`src/common/line_status_pkg.sv`:
```
// register map and field layout of the line status and interrupt bank
package line_status_pkg;
  localparam logic [7:0] TERM_OFS       = 8'h32;
  localparam logic [7:0] LINE_IEN_OFS   = 8'h33;
  localparam logic [7:0] FAULT_IEN_OFS  = 8'h34;
  localparam logic [7:0] EDGE_SEL_OFS   = 8'h35;
  localparam logic [7:0] LIVE_OFS       = 8'h36;
  localparam logic [7:0] GAIN_OFS       = 8'h37;
  localparam logic [7:0] TX_SPREAD_OFS  = 8'h38;
  localparam logic [7:0] RX_SPREAD_OFS  = 8'h39;
  localparam logic [7:0] LINE_STAT_OFS  = 8'h3A;
  localparam logic [7:0] FAULT_STAT_OFS = 8'h3B;
  localparam logic [7:0] CNT_HI_OFS     = 8'h3C;
  localparam logic [7:0] CNT_LO_OFS     = 8'h3D;
  // bit positions and field masks
  localparam int DRIVER_BIT   = 2;
  localparam int ABSENT_BIT   = 0;
  localparam int TEMPLATE_BIT = 6;
  localparam int TX_FIFO_BIT  = 5;
  localparam int RX_FIFO_BIT  = 4;
  localparam int ZERO_BIT     = 2;
  localparam int BIPOLAR_BIT  = 1;
  localparam int WRAP_BIT     = 0;
  localparam int TX_TERM_LSB  = 3;
  localparam int RX_TERM_LSB  = 0;
  localparam logic [7:0] FAULT_MASK = 8'h77;
  localparam logic [7:0] LINE_MASK  = 8'h05;
  // reset values and termination select codes
  localparam logic [7:0] TERM_RST   = 8'h07;
  localparam logic [7:0] ZERO_BYTE  = 8'h00;
  localparam logic [6:0] SPREAD_RST = 7'h00;
  localparam logic [2:0] TERM_75    = 3'h0;
  localparam logic [2:0] TERM_120   = 3'h1;
  localparam logic [2:0] TERM_100   = 3'h2;
  localparam logic [2:0] TERM_110   = 3'h3;
endpackage : line_status_pkg

```
`src/verilog/line_status_interrupt_bank.sv`:
```
// line status, jitter depth and sticky interrupt register bank
//
// Implementation choice: strobed register access.
`timescale 1ns/1ns
`default_nettype none
module line_status_interrupt_bank
  import line_status_pkg::*;
#(
  parameter int SPREAD_W = 7
) (
  input  wire logic                clk_in,
  input  wire logic                rst_n_in,
  input  wire logic [7:0]          addr_in,
  input  wire logic [7:0]          wdata_in,
  input  wire logic                wr_in,
  input  wire logic                rd_in,
  output logic [7:0]               rdata_out,
  input  wire logic                driver_fault_live_in,
  input  wire logic                signal_absent_live_in,
  input  wire logic [4:0]          rx_gain_code_in,
  input  wire logic [SPREAD_W-1:0] tx_pointer_spread_in,
  input  wire logic [SPREAD_W-1:0] rx_pointer_spread_in,
  input  wire logic                tx_spread_peak_mode_in,
  input  wire logic                rx_spread_peak_mode_in,
  input  wire logic                template_overflow_in,
  input  wire logic                tx_fifo_fault_in,
  input  wire logic                rx_fifo_fault_in,
  input  wire logic                zero_run_in,
  input  wire logic                bipolar_error_in,
  input  wire logic                counter_wrap_in,
  input  wire logic [15:0]         zero_count_in,
  output logic [2:0]               tx_term_sel_out,
  output logic [2:0]               rx_term_sel_out,
  output logic                     rx_term_bypass_out,
  output logic                     irq_n_out
);
  import line_status_pkg::*;

  logic [7:0]          term_reg;
  logic [7:0]          line_ien_reg;
  logic [7:0]          fault_ien_reg;
  logic [7:0]          edge_sel_reg;
  logic [7:0]          line_stat_reg;
  logic [7:0]          fault_stat_reg;
  logic [1:0]          live_reg;
  logic [SPREAD_W-1:0] spread_reg [2];
  logic [7:0]          line_set;
  logic [7:0]          fault_set;
  logic [7:0]          rdata_next;
  logic                wr_line;
  logic                wr_fault;
  logic [SPREAD_W-1:0] spread_in [2];
  logic                peak_mode [2];
  logic [7:0]          spread_ofs [2];

  assign spread_in[0]  = tx_pointer_spread_in;
  assign spread_in[1]  = rx_pointer_spread_in;
  assign peak_mode[0]  = tx_spread_peak_mode_in;
  assign peak_mode[1]  = rx_spread_peak_mode_in;
  assign spread_ofs[0] = TX_SPREAD_OFS;
  assign spread_ofs[1] = RX_SPREAD_OFS;

  // control registers, reserved bits held at zero
  always_ff @(posedge clk_in or negedge rst_n_in)
  begin
    if (!rst_n_in)
    begin
      term_reg      <= TERM_RST;
      line_ien_reg  <= ZERO_BYTE;
      fault_ien_reg <= ZERO_BYTE;
      edge_sel_reg  <= ZERO_BYTE;
    end
    else if (wr_in)
    begin
      unique case (addr_in)
        TERM_OFS:      term_reg      <= wdata_in & 8'h1F;
        LINE_IEN_OFS:  line_ien_reg  <= wdata_in & LINE_MASK;
        FAULT_IEN_OFS: fault_ien_reg <= wdata_in & FAULT_MASK;
        EDGE_SEL_OFS:  edge_sel_reg  <= wdata_in & LINE_MASK;
        default:       term_reg      <= term_reg;
      endcase
    end
  end

  // tx field holds two stored bits; its top bit reads zero so only 000..011 occur
  assign tx_term_sel_out    = {1'b0, term_reg[TX_TERM_LSB+1:TX_TERM_LSB]};
  assign rx_term_sel_out    = term_reg[RX_TERM_LSB+2:RX_TERM_LSB];
  assign rx_term_bypass_out = term_reg[RX_TERM_LSB+2];

  // previous live values for change detection
  always_ff @(posedge clk_in or negedge rst_n_in)
  begin
    if (!rst_n_in)
      live_reg <= 2'h0;
    else
      live_reg <= {driver_fault_live_in, signal_absent_live_in};
  end

  always_comb
  begin
    line_set = ZERO_BYTE;
    line_set[DRIVER_BIT] = edge_sel_reg[DRIVER_BIT]
      ? (driver_fault_live_in ^ live_reg[1])
      : (driver_fault_live_in & ~live_reg[1]);
    line_set[ABSENT_BIT] = edge_sel_reg[ABSENT_BIT]
      ? (signal_absent_live_in ^ live_reg[0])
      : (signal_absent_live_in & ~live_reg[0]);
    fault_set = ZERO_BYTE;
    fault_set[TEMPLATE_BIT] = template_overflow_in;
    fault_set[TX_FIFO_BIT]  = tx_fifo_fault_in;
    fault_set[RX_FIFO_BIT]  = rx_fifo_fault_in;
    fault_set[ZERO_BIT]     = zero_run_in;
    fault_set[BIPOLAR_BIT]  = bipolar_error_in;
    fault_set[WRAP_BIT]     = counter_wrap_in;
  end

  assign wr_line  = wr_in && (addr_in == LINE_STAT_OFS);
  assign wr_fault = wr_in && (addr_in == FAULT_STAT_OFS);

  // sticky flags; a same-cycle event beats the clear
  always_ff @(posedge clk_in or negedge rst_n_in)
  begin
    if (!rst_n_in)
    begin
      line_stat_reg  <= ZERO_BYTE;
      fault_stat_reg <= ZERO_BYTE;
    end
    else
    begin
      line_stat_reg  <= ((line_stat_reg & ~(wr_line ? wdata_in : ZERO_BYTE))
                         | line_set) & LINE_MASK;
      fault_stat_reg <= ((fault_stat_reg & ~(wr_fault ? wdata_in : ZERO_BYTE))
                         | fault_set) & FAULT_MASK;
    end
  end

  // registered pin avoids glitches from the combined gating
  always_ff @(posedge clk_in or negedge rst_n_in)
  begin
    if (!rst_n_in)
      irq_n_out <= 1'b1;
    else
      irq_n_out <= ~(|(line_stat_reg & line_ien_reg)
                     | |(fault_stat_reg & fault_ien_reg));
  end

  // jitter depth capture, one per direction
  for (genvar i = 0; i < 2; i++)
  begin : g_spread
    always_ff @(posedge clk_in or negedge rst_n_in)
    begin
      if (!rst_n_in)
        spread_reg[i] <= SPREAD_W'(SPREAD_RST);
      else if (wr_in && addr_in == spread_ofs[i] && wdata_in != ZERO_BYTE)
        spread_reg[i] <= '0;
      else if (!peak_mode[i])
        spread_reg[i] <= spread_in[i];
      else if (rd_in && addr_in == spread_ofs[i])
        spread_reg[i] <= spread_in[i];
      else if (spread_in[i] > spread_reg[i])
        spread_reg[i] <= spread_in[i];
    end
  end

  always_comb
  begin
    rdata_next = ZERO_BYTE;
    unique case (addr_in)
      TERM_OFS:       rdata_next = term_reg;
      LINE_IEN_OFS:   rdata_next = line_ien_reg;
      FAULT_IEN_OFS:  rdata_next = fault_ien_reg;
      EDGE_SEL_OFS:   rdata_next = edge_sel_reg;
      LIVE_OFS:
      begin
        rdata_next[DRIVER_BIT] = driver_fault_live_in;
        rdata_next[ABSENT_BIT] = signal_absent_live_in;
      end
      GAIN_OFS:       rdata_next = {3'h0, rx_gain_code_in};
      TX_SPREAD_OFS:  rdata_next = 8'(spread_reg[0]);
      RX_SPREAD_OFS:  rdata_next = 8'(spread_reg[1]);
      LINE_STAT_OFS:  rdata_next = line_stat_reg;
      FAULT_STAT_OFS: rdata_next = fault_stat_reg;
      CNT_HI_OFS:     rdata_next = zero_count_in[15:8];
      CNT_LO_OFS:     rdata_next = zero_count_in[7:0];
      default:        rdata_next = ZERO_BYTE;
    endcase
  end

  // data stand only in the cycle after the read
  always_ff @(posedge clk_in or negedge rst_n_in)
  begin
    if (!rst_n_in)
      rdata_out <= ZERO_BYTE;
    else if (rd_in)
      rdata_out <= rdata_next;
    else
      rdata_out <= ZERO_BYTE;
  end
endmodule : line_status_interrupt_bank
`default_nettype wire

```
`config.mk`:
```
export PLATFORM = sky130hd
export DESIGN_NAME = line_status_interrupt_bank
export DESIGN_NICKNAME = d
export VERILOG_FILES = /design/src/common/line_status_pkg.sv /design/src/verilog/line_status_interrupt_bank.sv
export SDC_FILE = /design/constraint.sdc
export NUM_CORES = 1
export LEC_CHECK = 0
export ABC_AREA = 0
export BUFFER_PORTS_ARGS = -buffer_cell sky130_fd_sc_hd__clkbuf_2
export CORE_AREA = 2 2 114 116
export DETAILED_ROUTE_END_ITERATION = 10
export DIE_AREA = 0 0 116 118
export MAX_ROUTING_LAYER = met4
export PLACE_DENSITY = 0.55
export SLEW_MARGIN = 20
export SYNTH_ARGS = -nofsm -noshare
export SYNTH_HDL_FRONTEND = slang
export SYNTH_SLANG_ARGS = --single-unit
```
`constraint.sdc`:
```
create_clock -name clk_in -period 2.1 [get_ports clk_in]
set_input_delay 0.105 -clock clk_in [delete_from_list [all_inputs] [get_ports clk_in]]
set_output_delay 0.105 -clock clk_in [all_outputs]
set_load 0.02 [all_outputs]
```
==> flow_metrics.env <==
export IMPL_seq_area_frac_synth=0.396
export IMPL_synthCells=313
export IMPL_grt_max_degree=27
export IMPL_cts_setup_buffers=0
export IMPL_track_usage=0.140
export IMPL_yosys_warnings=0
export IMPL_crit_arrival_ns=2.01
export IMPL_maxCapViolCount=0
export IMPL_start_util=0.245
export IMPL_p_sw_frac=0.301
export IMPL_hp_class="in -> reg"
export IMPL_min_period_over_period=0.887
export IMPL_min_path_cells=2
export IMPL_routabilityCongestion=0.875
export IMPL_syn_avg_cell_area_um2=9.73
export IMPL_drive_gt1_frac=0.322
export IMPL_layout_commonest_cell="clkbuf_2"
export IMPL_final_setup_tns_ns=0
export IMPL_fmax_ghz=0.537
export IMPL_wirelength_um=9210
export IMPL_worst_pin_slew_ns=0.665
export IMPL_drc=0
export IMPL_cp_end_kind="flip-flop"
export IMPL_clockPowerShare=0.341
export IMPL_dp_hpwl_um=7390
export IMPL_reg2reg_slack_ns=0.24
export IMPL_synth_edf_count=0
export IMPL_finalSetupViolations=0
export IMPL_r2r_end="spread_reg[1]"
export IMPL_rows=41
export IMPL_syn_area_um2=3050
export IMPL_crit_fanout=7
export IMPL_crit_required_ns=2.25
export IMPL_cts_root_buf="clkbuf_16"
export IMPL_maxSlewHeadroom=0.557
export IMPL_vias=2665
export IMPL_clk_latency_ns=0.29
export IMPL_die_area_um2=13700
export IMPL_ys_async_sr_fraction=1.00
export IMPL_clk_path_buf_depth=2
export IMPL_final_cell_mix="clkbuf_2, nand2_1, dfrtp_1"
export IMPL_dp_cells=554
export IMPL_grt_overflow=0
export IMPL_path_class="reg -> reg"
export IMPL_timing_rr_start="spread_reg[6]"
export IMPL_power_per_cell_area_nw_per_um2=646
export IMPL_r2r_cells=7
export IMPL_status="complete, no violations"
export IMPL_instances_no_fill=566
export IMPL_via_per_inst=4.71
export IMPL_clk_pin_slew_ns=0.07
export IMPL_synth_main_ff_cell="dfrtp_1"
export IMPL_ys_types=48
export IMPL_numCtsBuffers=5
export IMPL_cts_tree="built"
export IMPL_post_drt_wl_per_cell_um=16.3
export IMPL_ios=81
export IMPL_grt_pass1_vias=2692
export IMPL_largest_reg_flops=14
export IMPL_ant_nets=0
export IMPL_nNetsFinal=474
export IMPL_cts_hold_buf=4
export IMPL_p_seq_frac=0.427
export IMPL_total_power_uw=2470
export IMPL_min_from="zero_run_in"
export IMPL_n_antenna_cell=0
export IMPL_cts_repair_resized=0
export IMPL_hold_viol=0
export IMPL_startpoint_type="flip-flop"
export IMPL_period_needed_ns=1.86
export IMPL_comb_power_share=0.232
export IMPL_p_int_uw=1730
export IMPL_antenna_found_initial=0
export IMPL_synthToLayoutAreaGrowth_pct=25.7
export IMPL_ir_drop_uv=335
export IMPL_dr_pass1_iters=5
export IMPL_switching_power_uw=745
export IMPL_dieWidth_um=116
export IMPL_fill_cells=1338
export IMPL_core_um2=12400
export IMPL_power_leakage_uw=0.00187
export IMPL_ys_ff_latch=48
export IMPL_drt_initial_drc_count=134
export IMPL_finalClockSkew_ns=0.00478
export IMPL_drv_slew=0
export IMPL_hold_end="fault_stat_reg[2]"
export IMPL_cts_max_level=2
export IMPL_portBuffers=79
export IMPL_rsz0062_at_grt="false"
export IMPL_clock_sinks=48
export IMPL_syn_nets=394
export IMPL_grt_pass1_wl_um=14500
export IMPL_die_y_um=118
==> cell usage after synthesis, types with 4 or more instances <==
library cell	instances	area (µm²)
mux2_2	18	203
nand4_1	6	37.5
mux2i_1	19	190
a32oi_1	6	52.6
a31oi_1	4	25.0
a21oi_1	14	70.1
nand3_1	13	65.1
o21ai_0	11	55.1
ha_1	16	200
a22oi_1	10	75.1
dfstp_2	4	105
clkbuf_1	4	15.0
buf_2	11	55.1
inv_1	21	78.8
nor2_1	9	33.8
a21o_1	8	60.1
nand2_1	51	191
dfrtp_1	44	1100
==> power by group through the flow <==
stage,sequential [µW],clock [µW],combinational [µW]
floorplan,1070,0,353
global placement,1070,0,556
detailed placement,1070,0,569
CTS,1060,852,578
global route,1070,894,645
finish,1060,842,575
==> worst max path at each step <==
stage                   from       endpoint  cells after the start
2_1_floorplan  spread_reg[6]  spread_reg[0]                      7
6_report       spread_reg[6]  spread_reg[1]                      7
3_3_place_gp   spread_reg[6]  spread_reg[2]                      7
5_1_grt        spread_reg[6]  spread_reg[5]                      7
4_1_cts        spread_reg[6]  spread_reg[1]                      7
3_5_place_dp   spread_reg[6]  spread_reg[1]                      7
==> layer usage <==
metal	global-route usage	up-vias	share of wire
met3	0.0268	11	0.057
met1	0.203	1281	0.49
met5	-	-	0
li1	-	1291	-
met4	0.0238	0	0.011
met2	0.207	82	0.44
==> area by class of cell <==
cell class / count / area (µm²) / share of cell area
Timing Repair Buffer: 91 / 508 / 0.133
Multi-Input combinational cell: 226 / 1670 / 0.436
Tap cell: 172 / 215 / 0.0562
Clock inverter: 2 / 13.8 / 0.00359
Sequential cell: 48 / 1210 / 0.315
Inverter: 21 / 78.8 / 0.0206
Clock buffer: 6 / 139 / 0.0363
==> per-stage QoR <==
stage	utilization	setup slack [ns]	instance area, µm²	hold WS [ns]
6_report	0.309	0.237	3830	0.00295
3_3_place_gp	0.293	0.304	3640	0.170
5_1_grt	0.309	0.133	3830	0.00647
2_1_floorplan	-	0.503	3050	-0.191
3_5_place_dp	0.293	0.293	3640	0.169
4_1_cts	0.309	0.290	3830	0.00679
==> kinds of logic (layout without fill, tap and decap cells) <==
kind of cell,after synthesis,count (layout),synth area share
other,1,1,0.00123
multiplexers,38,38,0.136
AO/OA/AOI/OAI,71,71,0.168
buffers and inverters,39,120,0.0563
AND/OR/NAND/NOR,100,100,0.176
adder cells (fa/ha/maj),16,16,0.0657
flip-flops,48,48,0.396
==> worst max-delay path, cell delays in order (launching register included) <==
cell      delay (ns)
dfrtp_1         0.40
inv_1           0.06
ha_1            0.30
a21oi_1         0.16
o21ai_0         0.13
o22ai_1         0.26
o311ai_4        0.25
mux2i_1         0.17
Note: power is estimated with default switching activity, not from simulation.
